File: config.mk
export PLATFORM = sky130hd
export DESIGN_NAME = ues_top
export DESIGN_NICKNAME = d
export VERILOG_FILES = /design/src/design/ues_pkg.sv /design/src/design/ues_err_if.sv /design/src/design/ues_err_stat.sv /design/src/design/ues_top.sv
export SDC_FILE = /design/constraint.sdc
export NUM_CORES = 1
export LEC_CHECK = 0
export BUFFER_PORTS_ARGS = -buffer_cell sky130_fd_sc_hd__buf_4
export CORE_MARGIN = 2
export CORE_UTILIZATION = 42
export DETAILED_ROUTE_END_ITERATION = 12
export HOLD_SLACK_MARGIN = 0.1
export PLACE_DENSITY_LB_ADDON = 0.15
export SLEW_MARGIN = 20
export SYNTH_ARGS = -nofsm -noshare
export SYNTH_HDL_FRONTEND = slang
export SYNTH_HIERARCHICAL = 1
export SYNTH_SLANG_ARGS = --single-unit
File: constraint.sdc
create_clock -name clk_i -period 1.25 [get_ports clk_i]
set_input_delay 0.25 -clock clk_i [delete_from_list [all_inputs] [get_ports clk_i]]
set_output_delay 0.25 -clock clk_i [all_outputs]
set_load 0.05 [all_outputs]
File: src/design/ues_pkg.sv
// constants, register map and field layout of the serial error status and interrupt block
// assumes a single 250 MHz clock and a plain strobe register port
package ues_pkg;
  localparam int ADDR_W = 3;
  localparam int DATA_W = 8;
  localparam logic [ADDR_W-1:0] OFF_MODE = 3'h0;
  localparam logic [ADDR_W-1:0] OFF_ERR = 3'h1;
  localparam logic [ADDR_W-1:0] OFF_RXBUF = 3'h2;
  localparam logic [ADDR_W-1:0] OFF_ISTAT = 3'h3;
  localparam logic [ADDR_W-1:0] OFF_IMASK = 3'h4;
  localparam int MODE_OPEN_BIT = 0;
  localparam int MODE_RECEIVE_ENABLE_BIT_BIT = 1;
  localparam int ERR_PE_BIT = 0;
  localparam int ERR_FE_BIT = 1;
  localparam int ERR_OV_BIT = 2;
  localparam int IRQ_TX_BIT = 0;
  localparam int IRQ_RX_BIT = 1;
  localparam int IRQ_ERR_BIT = 2;
  localparam logic [1:0] MODE_RST = 2'h0;
  localparam logic [2:0] IMASK_RST = 3'h0;
  localparam logic [2:0] FLAGS_RST = 3'h0;
  localparam logic [DATA_W-1:0] RXBUF_RST = 8'h00;
  localparam logic TX_HIST_RST = 1'b1;
endpackage : ues_pkg

File: src/design/ues_err_if.sv
// signals between the receive controller and the error status holder
// assumes both ends share clk_i
`timescale 1ns/1ps
`default_nettype none
interface ues_err_if;
  logic set_pe;
  logic set_fe;
  logic set_ov;
  logic clr;
  logic [2:0] flags;
  modport ctl (output set_pe, output set_fe, output set_ov, output clr, input flags);
  modport stat (input set_pe, input set_fe, input set_ov, input clr, output flags);
endinterface : ues_err_if
`default_nettype wire

File: src/design/ues_err_stat.sv
// receive error status holder: three sticky flags, set wins over clear
// assumes clr and sets come from the controller in the same clock domain
`timescale 1ns/1ps
`default_nettype none
module ues_err_stat (
  input wire logic clk_i,
  input wire logic resetn_i,
  ues_err_if.stat e
);
  import ues_pkg::*;

  logic [2:0] sets;
  assign sets = {e.set_ov, e.set_fe, e.set_pe};

  always_ff @(posedge clk_i or negedge resetn_i) begin
    if (!resetn_i) begin
      e.flags <= FLAGS_RST;
    end else begin
      e.flags <= (e.flags & ~{3{e.clr}}) | sets;
    end
  end

  a_clear_drops_flags: assert property (@(posedge clk_i) disable iff (!resetn_i)
    (e.clr && sets == 3'h0) |=> e.flags == 3'h0)
    else $error("flags survived a clear");
  a_set_beats_clear: assert property (@(posedge clk_i) disable iff (!resetn_i)
    (e.clr && e.set_ov) |=> e.flags[ERR_OV_BIT])
    else $error("overrun lost against a clear");
endmodule : ues_err_stat
`default_nettype wire

File: src/design/ues_top.sv
// serial channel error status, receive buffer transfer and interrupt generation
// assumes the shifter reports frames as one-cycle strobes and tx emptiness as a level
`timescale 1ns/1ps
`default_nettype none
module ues_top (
  input wire logic clk_i,
  input wire logic resetn_i,
  input wire logic [ues_pkg::ADDR_W-1:0] addr_i,
  input wire logic [ues_pkg::DATA_W-1:0] wdata_i,
  input wire logic we_i,
  input wire logic re_i,
  output logic [ues_pkg::DATA_W-1:0] rdata_o,
  input wire logic frame_done_i,
  input wire logic [ues_pkg::DATA_W-1:0] rx_data_i,
  input wire logic parity_bad_i,
  input wire logic stop_bad_i,
  input wire logic tx_shift_empty_i,
  output logic channel_operation_enable_o,
  output logic rx_active_o,
  output logic transmit_done_interrupt_o,
  output logic receive_done_interrupt_o,
  output logic irq_o
);
  import ues_pkg::*;

  logic [1:0] mode_r;
  logic [2:0] imask_r;
  logic [2:0] istat_r;
  logic [DATA_W-1:0] rxbuf_r;
  logic rxbuf_full_r;
  logic tx_empty_q_r;
  logic tx_done_r;
  logic rx_done_r;
  logic rx_on;
  logic frame_ok;
  logic accept;
  logic overrun;
  logic rd_err;
  logic rd_rxbuf;
  logic rd_istat;
  logic tx_event;
  logic [2:0] irq_sets;
  logic [DATA_W-1:0] rdata_nxt;

  ues_err_if err_bus ();

  ues_err_stat u_err (
    .clk_i(clk_i),
    .resetn_i(resetn_i),
    .e(err_bus.stat)
  );

  assign rx_on = mode_r[MODE_OPEN_BIT] & mode_r[MODE_RECEIVE_ENABLE_BIT_BIT];
  assign frame_ok = rx_on & frame_done_i;
  assign overrun = frame_ok & rxbuf_full_r;
  assign accept = frame_ok & ~rxbuf_full_r;
  assign rd_err = re_i && addr_i == OFF_ERR;
  assign rd_rxbuf = re_i && addr_i == OFF_RXBUF;
  assign rd_istat = re_i && addr_i == OFF_ISTAT;

  // error flag sources and clears
  assign err_bus.set_pe = accept & parity_bad_i;
  assign err_bus.set_fe = accept & stop_bad_i;
  assign err_bus.set_ov = overrun;
  assign err_bus.clr = rd_err | ~rx_on;

  // mode and mask registers
  always_ff @(posedge clk_i or negedge resetn_i) begin
    if (!resetn_i) begin
      mode_r <= MODE_RST;
      imask_r <= IMASK_RST;
    end else if (we_i) begin
      if (addr_i == OFF_MODE) begin
        mode_r <= wdata_i[1:0];
      end
      if (addr_i == OFF_IMASK) begin
        imask_r <= wdata_i[2:0];
      end
    end
  end

  assign channel_operation_enable_o = mode_r[MODE_OPEN_BIT];
  assign rx_active_o = rx_on;

  // receive buffer: frozen while reception is off or on overrun
  always_ff @(posedge clk_i or negedge resetn_i) begin
    if (!resetn_i) begin
      rxbuf_r <= RXBUF_RST;
    end else if (accept) begin
      rxbuf_r <= rx_data_i;
    end
  end

  always_ff @(posedge clk_i or negedge resetn_i) begin
    if (!resetn_i) begin
      rxbuf_full_r <= 1'b0;
    end else begin
      rxbuf_full_r <= accept | (rxbuf_full_r & ~rd_rxbuf);
    end
  end

  always_ff @(posedge clk_i or negedge resetn_i) begin
    if (!resetn_i) begin
      rx_done_r <= 1'b0;
    end else begin
      rx_done_r <= accept;
    end
  end

  assign receive_done_interrupt_o = rx_done_r;

  // transmit done: rising emptiness only while the channel runs
  assign tx_event = tx_shift_empty_i & ~tx_empty_q_r & mode_r[MODE_OPEN_BIT];

  always_ff @(posedge clk_i or negedge resetn_i) begin
    if (!resetn_i) begin
      tx_empty_q_r <= TX_HIST_RST;
      tx_done_r <= 1'b0;
    end else begin
      tx_empty_q_r <= tx_shift_empty_i;
      tx_done_r <= tx_event;
    end
  end

  assign transmit_done_interrupt_o = tx_done_r;

  // sticky interrupt status, cleared by its read, set wins
  assign irq_sets = {(err_bus.set_pe | err_bus.set_fe | err_bus.set_ov), rx_done_r, tx_done_r};

  always_ff @(posedge clk_i or negedge resetn_i) begin
    if (!resetn_i) begin
      istat_r <= FLAGS_RST;
    end else begin
      istat_r <= (istat_r & ~{3{rd_istat}}) | irq_sets;
    end
  end

  assign irq_o = |(istat_r & imask_r);

  // read data, one cycle after the strobe; unmapped reads give zero
  always_comb begin
    rdata_nxt = '0;
    unique case (addr_i)
      OFF_MODE: rdata_nxt = {6'h00, mode_r};
      OFF_ERR: rdata_nxt = {5'h00, err_bus.flags};
      OFF_RXBUF: rdata_nxt = rxbuf_r;
      OFF_ISTAT: rdata_nxt = {5'h00, istat_r};
      OFF_IMASK: rdata_nxt = {5'h00, imask_r};
      default: rdata_nxt = '0;
    endcase
  end

  always_ff @(posedge clk_i or negedge resetn_i) begin
    if (!resetn_i) begin
      rdata_o <= '0;
    end else if (re_i) begin
      rdata_o <= rdata_nxt;
    end else begin
      rdata_o <= '0;
    end
  end

  a_disable_clears_err: assert property (@(posedge clk_i) disable iff (!resetn_i)
    !rx_on |=> err_bus.flags == 3'h0)
    else $error("error flags kept while reception off");
  a_err_read_value: assert property (@(posedge clk_i) disable iff (!resetn_i)
    rd_err |=> rdata_o == {5'h00, $past(err_bus.flags)})
    else $error("error read returned wrong value");
  a_tx_done_pulse: assert property (@(posedge clk_i) disable iff (!resetn_i)
    (tx_shift_empty_i && !tx_empty_q_r && mode_r[MODE_OPEN_BIT]) |=> transmit_done_interrupt_o ##1
    !transmit_done_interrupt_o)
    else $error("transmit done not a single pulse");
  a_tx_reset_quiet: assert property (@(posedge clk_i) disable iff (!resetn_i)
    !mode_r[MODE_OPEN_BIT] |=> !transmit_done_interrupt_o)
    else $error("transmit done raised while channel held in reset");
  a_rx_off_holds: assert property (@(posedge clk_i) disable iff (!resetn_i)
    !rx_on |=> $stable(rxbuf_r) && !receive_done_interrupt_o)
    else $error("buffer changed while reception off");
  a_rx_transfer_irq: assert property (@(posedge clk_i) disable iff (!resetn_i)
    (frame_ok && !rxbuf_full_r) |=> receive_done_interrupt_o && rxbuf_r == $past(rx_data_i))
    else $error("frame transfer and receive done out of step");
  a_overrun_flag: assert property (@(posedge clk_i) disable iff (!resetn_i)
    (frame_ok && rxbuf_full_r) |=> err_bus.flags[ERR_OV_BIT] && $stable(rxbuf_r))
    else $error("overrun not flagged or buffer overwritten");

  // interrupt status, read port and flag source checks
  a_rdata_idle: assert property (@(posedge clk_i) disable iff (!resetn_i)
    !re_i |=> rdata_o == '0)
    else $error("read data not zero outside a read");
  a_istat_sticky: assert property (@(posedge clk_i) disable iff (!resetn_i)
    !rd_istat |=> (istat_r & $past(istat_r)) == $past(istat_r))
    else $error("interrupt status bit lost without a read");
  a_err_sticky: assert property (@(posedge clk_i) disable iff (!resetn_i)
    !err_bus.clr |=> (err_bus.flags & $past(err_bus.flags)) == $past(err_bus.flags))
    else $error("error flag lost without a clear");
  a_parity_sets: assert property (@(posedge clk_i) disable iff (!resetn_i)
    (accept && parity_bad_i) |=> err_bus.flags[ERR_PE_BIT])
    else $error("parity flag not set");
  a_stop_sets: assert property (@(posedge clk_i) disable iff (!resetn_i)
    (accept && stop_bad_i) |=> err_bus.flags[ERR_FE_BIT])
    else $error("framing flag not set");
  a_rx_pulse_single: assert property (@(posedge clk_i) disable iff (!resetn_i)
    receive_done_interrupt_o |=> !receive_done_interrupt_o)
    else $error("receive done longer than one cycle");
  a_rx_istat: assert property (@(posedge clk_i) disable iff (!resetn_i)
    receive_done_interrupt_o |=> istat_r[IRQ_RX_BIT])
    else $error("receive done not recorded in status");
  a_tx_needs_edge: assert property (@(posedge clk_i) disable iff (!resetn_i)
    !(tx_shift_empty_i && !tx_empty_q_r) |=> !transmit_done_interrupt_o)
    else $error("transmit done without a finished transmission");
  a_tx_istat: assert property (@(posedge clk_i) disable iff (!resetn_i)
    transmit_done_interrupt_o |=> istat_r[IRQ_TX_BIT])
    else $error("transmit done not recorded in status");
  a_err_istat: assert property (@(posedge clk_i) disable iff (!resetn_i)
    (err_bus.set_pe || err_bus.set_fe || err_bus.set_ov) |=> istat_r[IRQ_ERR_BIT])
    else $error("error event not recorded in status");

  c_rx_frame: cover property (@(posedge clk_i) disable iff (!resetn_i) frame_ok && !rxbuf_full_r);
  c_overrun: cover property (@(posedge clk_i) disable iff (!resetn_i) frame_ok && rxbuf_full_r);
  c_tx_done: cover property (@(posedge clk_i) disable iff (!resetn_i) transmit_done_interrupt_o);
  c_read_with_set: cover property (@(posedge clk_i) disable iff (!resetn_i) rd_err && err_bus.set_ov);
  c_rx_disable: cover property (@(posedge clk_i) disable iff (!resetn_i) rx_on ##1 !rx_on);
endmodule : ues_top
`default_nettype wire

==> results.toml, run 1 <==
[die]
core_area_sq_mm = 0.00298
die_w_microns = 59.3
rows = 20
ios = 40
die-area_sq_mm = 0.00351
initial_core_util = 0.431
die_y_microns = 59.3

[final_layout]
nFillCells = 230
diodes = 0
areaGrowthSynthToFinish_pct = 46.8
final_cell_area_sq_mm = 0.00188
fin_nets = 175
layout-drive-gt1-share = 0.564
fin_cells = 182
postLayoutCoreUtil = 0.633
layout_commonest_cell = "buf_4"
layout_common_cells = "40 x buf_4, 29 x dfrtp_1, 8 x mux2_4"

[cts]
cts-root-buf = "clkbuf_4"
cts_made_buffers = 5
clock_sinks = 31
tritoncts = "done"
clock_path_buffers = 2
htreeDepth = 2
clk_latency_ns = 0.32
clkTransAtPathRegs_ns = 0.10

[global_route]
grt_start_max_net_pins = 32
grt_use_total = 0.189
gr-total-overflow = 0
antenna_found_initial = 0
grt_pass1_vias = 998
grt_pass1_wl_microns = 4690

[job]
cap_viol_max_count = 0

[routing]
wl_microns = 2940
drtPass1Iterations = 4
ant_nets = 0
viasPerCell = 5.27
drt_iter0_markers = 19
drc = 0
vias = 959
wl_per_cell_microns = 16.1

[power]
peakVddDrop_v = 0.00120
p_leak_nw = 0.959
fin_total_pwr_w = 0.00320
power_density_mw_per_mm2 = 1700

[placement]
numPortBuffers = 34
dp_hpwl_microns = 1940
place_area_sq_mm = 0.00164
place_inst = 166
place_congestion = 0.823

[worst_setup_path]
worstPathArrival_ns = 1.31
cp.required_ns = 1.00
path_max_fanout = 3
cp-end-kind = "output port"
path_class = "reg2out"
cp-start-kind = "flop"
rrSetupSlack_ns = -0.08

[outcome]
status = "finished with violations"
violations = "negative setup slack"

[sta]
period_needed_ns = 1.56
post-route-period-util = 1.25
layout_setup_ws_ns = -0.306
fin_tns_setup_ns = -1.30
finalHoldViolCount = 0
clock_skew_ns = 0.00727
fmax_ghz = 0.643
drv_slew = 0
slew_headroom = 0.746
setup_violations = 12
rsz0062_at_grt = "yes"
worstMarginPinSlew_ns = 0.381

[synth]
synth_area_sq_mm = 0.00128
ys_types = 27
synth_nets = 120
yosys_warnings = 6
syn_inst = 93
yosysSeqAreaShare = 0.605
avgSynthCellArea_sq_um = 13.8
synth-seq-cells = 31

[hold_path]
hold_class = "in2reg"
-- worst paths after layout --
check / from / end / depth (start not counted)
min in group asynchronous: resetn_i / imask_r[2]$_DFFE_PN0P_ / 2
hold / removal: rx_data_i[3] / rxbuf_r[3]$_DFFE_PN0N_ / 2
max in group asynchronous: resetn_i / tx_empty_q_r$_DFF_PN1_ / 2
hold reg to reg: transmit_done_interrupt_o$_DFF_PN0_ / istat_r[0]$_DFF_PN0_ / 1
setup reg to reg: mode_r[0]$_DFFE_PN0P_ / rxbuf_r[6]$_DFFE_PN0N_ / 5
setup / recovery: imask_r[2]$_DFFE_PN0P_ / irq_o / 3
-- metrics by stage --
stage / worst slack [ns] / hold WS (ns)
2_1_floorplan: -0.118 / -0.0456
3_3_place_gp: -0.00238 / 0.199
3_5_place_dp: -0.0346 / 0.207
4_1_cts: -0.319 / 0.136
5_1_grt: -0.422 / 0.124
6_report: -0.306 / 0.150
-- cell families after synthesis --
kind of cell | count (synthesis) | share of synthesized area
AOI/OAI and AO/OA | 12 | 0.0702
and+or+nand+nor | 25 | 0.128
buffers and inverters | 7 | 0.0322
DFF | 31 | 0.605
muxes | 18 | 0.165
-- critical path: stages (launching register included) --
cell      delay (ns)
dfrtp_1         0.42
a222oi_1        0.32
inv_1           0.09
buf_6           0.16
-- cell usage after synthesis --
library cell / number / area, sq um
nor3_1: 1 / 5.00
a31oi_1: 1 / 6.26
nor2b_1: 1 / 6.26
inv_1: 4 / 15.0
mux4_2: 1 / 22.5
a32oi_1: 1 / 8.76
and2_1: 8 / 50.1
buf_6: 1 / 11.3
a21o_1: 5 / 37.5
dfstp_2: 1 / 26.3
dfrtp_1: 30 / 751
and4bb_2: 1 / 12.5
o21ai_0: 2 / 10.0
nand2_1: 5 / 18.8
nor4b_4: 1 / 23.8
and3_1: 2 / 12.5
nand3_1: 2 / 10.0
buf_4: 2 / 15.0
nand4_1: 1 / 6.26
o2bb2ai_1: 1 / 8.76
nor2_2: 1 / 6.26
a221oi_1: 1 / 8.76
a222oi_1: 1 / 10.0
nor2_1: 1 / 3.75
mux2i_1: 2 / 20.0
and3b_1: 1 / 8.76
mux2_2: 15 / 169
-- per-layer routing --
metal	share of wire	global-route usage	vias up	wire, microns
met2	0.54	0.320	34	1580
li1	-	-	439	-
met5	0	0	-	0
met4	0.0088	0.0877	0	26
met1	0.40	0.223	482	1180
met3	0.049	0.0480	4	145
-- report_power, final --
part           internal [W]  switching, W  total (W)
logic              0.000627      0.000481    0.00111
clock network      0.000329      0.000334   0.000662
registers           0.00126      0.000174    0.00143
total               0.00221      0.000989    0.00320
-- registers in the layout (all words and copies together), names as in the netlist --
name,count
rdata_o,8
rxbuf_full_r,1
tx_empty_q_r,1
mode_r,2
istat_r,3
imask_r,3
receive_done_interrupt_o,1
u_err/e.flags,3
rxbuf_r,8
transmit_done_interrupt_o,1
-- layout make-up --
cell class,count,area (sq um),area share
sequential,31,778,0.413
multi-input combinational,55,534,0.284
timing repair buffer,51,443,0.235
clock buffer,7,65.1,0.0345
tap,33,41.3,0.0219
inverter,4,15.0,0.00797
clock inverter,1,7.51,0.00398
-- timing repair --
| action | CTS | global route |
|---|---|---|
| hold buffers | 2 | 0 |
| cloned | 1 | 0 |
| resized for setup | 24 | 4 |
| setup endpoints to repair | 12 | 14 |
| endpoints found under the hold margin | 31 | 0 |
| pin swaps | 2 | 2 |
| setup buffers | 4 | 2 |
Power figures use the tool's default switching activity.
==> run 2: changes to the inputs <==
- SLEW_MARGIN: 20 -> default
- clock period: 1.25 -> 1.8 ns (I/O delays scaled with it)
==> run 2 against run 1 <==
Effect of this change:
- the run now ends clean
- die area unchanged
- non-clock buffer count shrank 15
- critical endpoint unchanged
- worst setup slack better by 0.40 ns
- core utilization decreased by 8.1 points
- worst hold slack lost 0.0090 ns
- sequential power is 31% lower
- design area decreased by 13%
- critical path depth did not move
- clock power down 31%
- register-to-register slack gained 0.47 ns
- global-route usage is 3.8 points lower
- via count fell by 9.4%
==> results.toml, run 2 (synthesis gave the netlist of run 1 again) <==
[outcome]
status = "completed"

[cts]
cts_made_buffers = 5
clock_path_buffers = 2
cts-root-buf = "clkbuf_4"
htreeDepth = 2
clock_sinks = 31
clkTransAtPathRegs_ns = 0.09
clk_latency_ns = 0.32
tritoncts = "done"

[sta]
setup_violations = 0
holdWs_ns = 0.141
worstMarginPinSlew_ns = 0.373
finalHoldViolCount = 0
period_needed_ns = 1.71
clock_skew_ns = 0.00661
post-route-period-util = 0.947
fin_tns_setup_ns = 0
slew_headroom = 0.752
drv_slew = 0
rsz0062_at_grt = "no"
fmax_ghz = 0.586

[worst_setup_path]
worstPathArrival_ns = 1.35
path_class = "reg2out"
cp.required_ns = 1.44
path_buf_inv = 2
cp_slowest_cell = "dfrtp_1"
slowest_delay_ns = 0.41
path_cells = "a222oi_1 -> inv_1 -> buf_6"
path_max_fanout = 3
cp-start-kind = "flop"
path_delay_family = "flip-flops"
cp-end-kind = "output port"

[placement]
place_congestion = 0.756
numPortBuffers = 34
place_area_sq_mm = 0.00156
place_inst = 158

[routing]
drt_iter0_markers = 37
wl_per_cell_microns = 14.2
drc = 0
viasPerCell = 5.20
wl_microns = 2380
vias = 869
ant_nets = 0
drtPass1Iterations = 4

[global_route]
antenna_found_initial = 0
use_met2 = 0.224
grt_pass1_wl_microns = 3770
grt.met1_usage = 0.190
top_usage_layer = "met2"
grt_pass1_vias = 823
grt_use_total = 0.151
grt_start_max_net_pins = 32
gr-total-overflow = 0
grt_use_met3 = 0.0611

[power]
p_leak_nw = 0.844
peakVddDrop_v = 0.000573
seq_power_share = 0.502
internal_power_w = 0.00136
clkPwrFrac = 0.232
swShare = 0.306
power_frac_comb = 0.265
power.switching_w = 0.000600
power_density_mw_per_mm2 = 1190

[die]
core_area_sq_mm = 0.00298
initial_core_util = 0.431
die_w_microns = 59.3
die-area_sq_mm = 0.00351
ios = 40
die_y_microns = 59.3
rows = 20

[job]
cap_viol_max_count = 0

[final_layout]
seq_area_sq_um = 777
postLayoutCoreUtil = 0.552
layout_commonest_cell = "buf_4"
reg_top3 = "rdata_o x8, rxbuf_r x8"
final_cell_area_sq_mm = 0.00164
layout-drive-gt1-share = 0.463
nFillCells = 265
fin_cells = 167
areaGrowthSynthToFinish_pct = 28.1
multi_input_area_sq_um = 465
fin_nets = 160
layout_common_cells = "34 x buf_4, 30 x dfrtp_1, 15 x mux2_2"
diodes = 0

[hold_path]
hold_class = "in2reg"
## run 2: path summary, 6_finish.rpt
kind | start | endpoint | slack, ns | depth (start not counted)
worst min-delay path | tx_shift_empty_i | tx_empty_q_r$_DFF_PN1_ | 0.14 | 1
worst max register to register | mode_r[0]$_DFFE_PN0P_ | rxbuf_r[6]$_DFFE_PN0N_ | 0.39 | 4
max in group asynchronous | resetn_i | tx_empty_q_r$_DFF_PN1_ | 1.00 | 2
min in group asynchronous | resetn_i | rdata_o[1]$_DFF_PN0_ | 0.49 | 2
worst max-delay path | imask_r[2]$_DFFE_PN0P_ | irq_o | 0.09 | 3
worst min register to register | receive_done_interrupt_o$_DFF_PN0_ | istat_r[1]$_DFF_PN0_ | 0.48 | 1
## run 2: power by group through the flow
stage,Sequential (W),Combinational [W],Clock [W]
2_1_floorplan,0.00103,0.000300,0
6_report,0.000985,0.000520,0.000455
4_1_cts,0.000988,0.000517,0.000477
3_3_place_gp,0.000995,0.000503,0
5_1_grt,0.00101,0.000556,0.000510
3_5_place_dp,0.00100,0.000514,0
## run 2: area by class of cell
cell class | instances | share of cell area
multi-input cells | 55 | 0.283
clock buffers | 8 | 0.0419
flip-flops and latches | 31 | 0.473
inverters | 4 | 0.00913
well taps | 33 | 0.0251
repair buffers | 36 | 0.168
## run 2: timing repair
action                                  CTS  global route
gates resized for setup                   0             1
hold buffers                              1             0
hold endpoints to repair                 30             0
endpoints found under the setup margin    0             1
buffers inserted                          0             0
## run 2: stage by stage
| stage | worst slack, ns | power [W] |
|---|---|---|
| 2_1_floorplan | 0.184 | 0.00133 |
| 3_3_place_gp | 0.405 | 0.00150 |
| 3_5_place_dp | 0.397 | 0.00152 |
| 4_1_cts | 0.0540 | 0.00198 |
| 5_1_grt | 0.0130 | 0.00208 |
| 6_report | 0.0949 | 0.00196 |
## run 2: per-layer routing
layer / vias up / wire length, microns
met4: 0 / 31
met1: 429 / 988
li1: 410 / -
met2: 26 / 1200
met5: - / 0
met3: 4 / 154
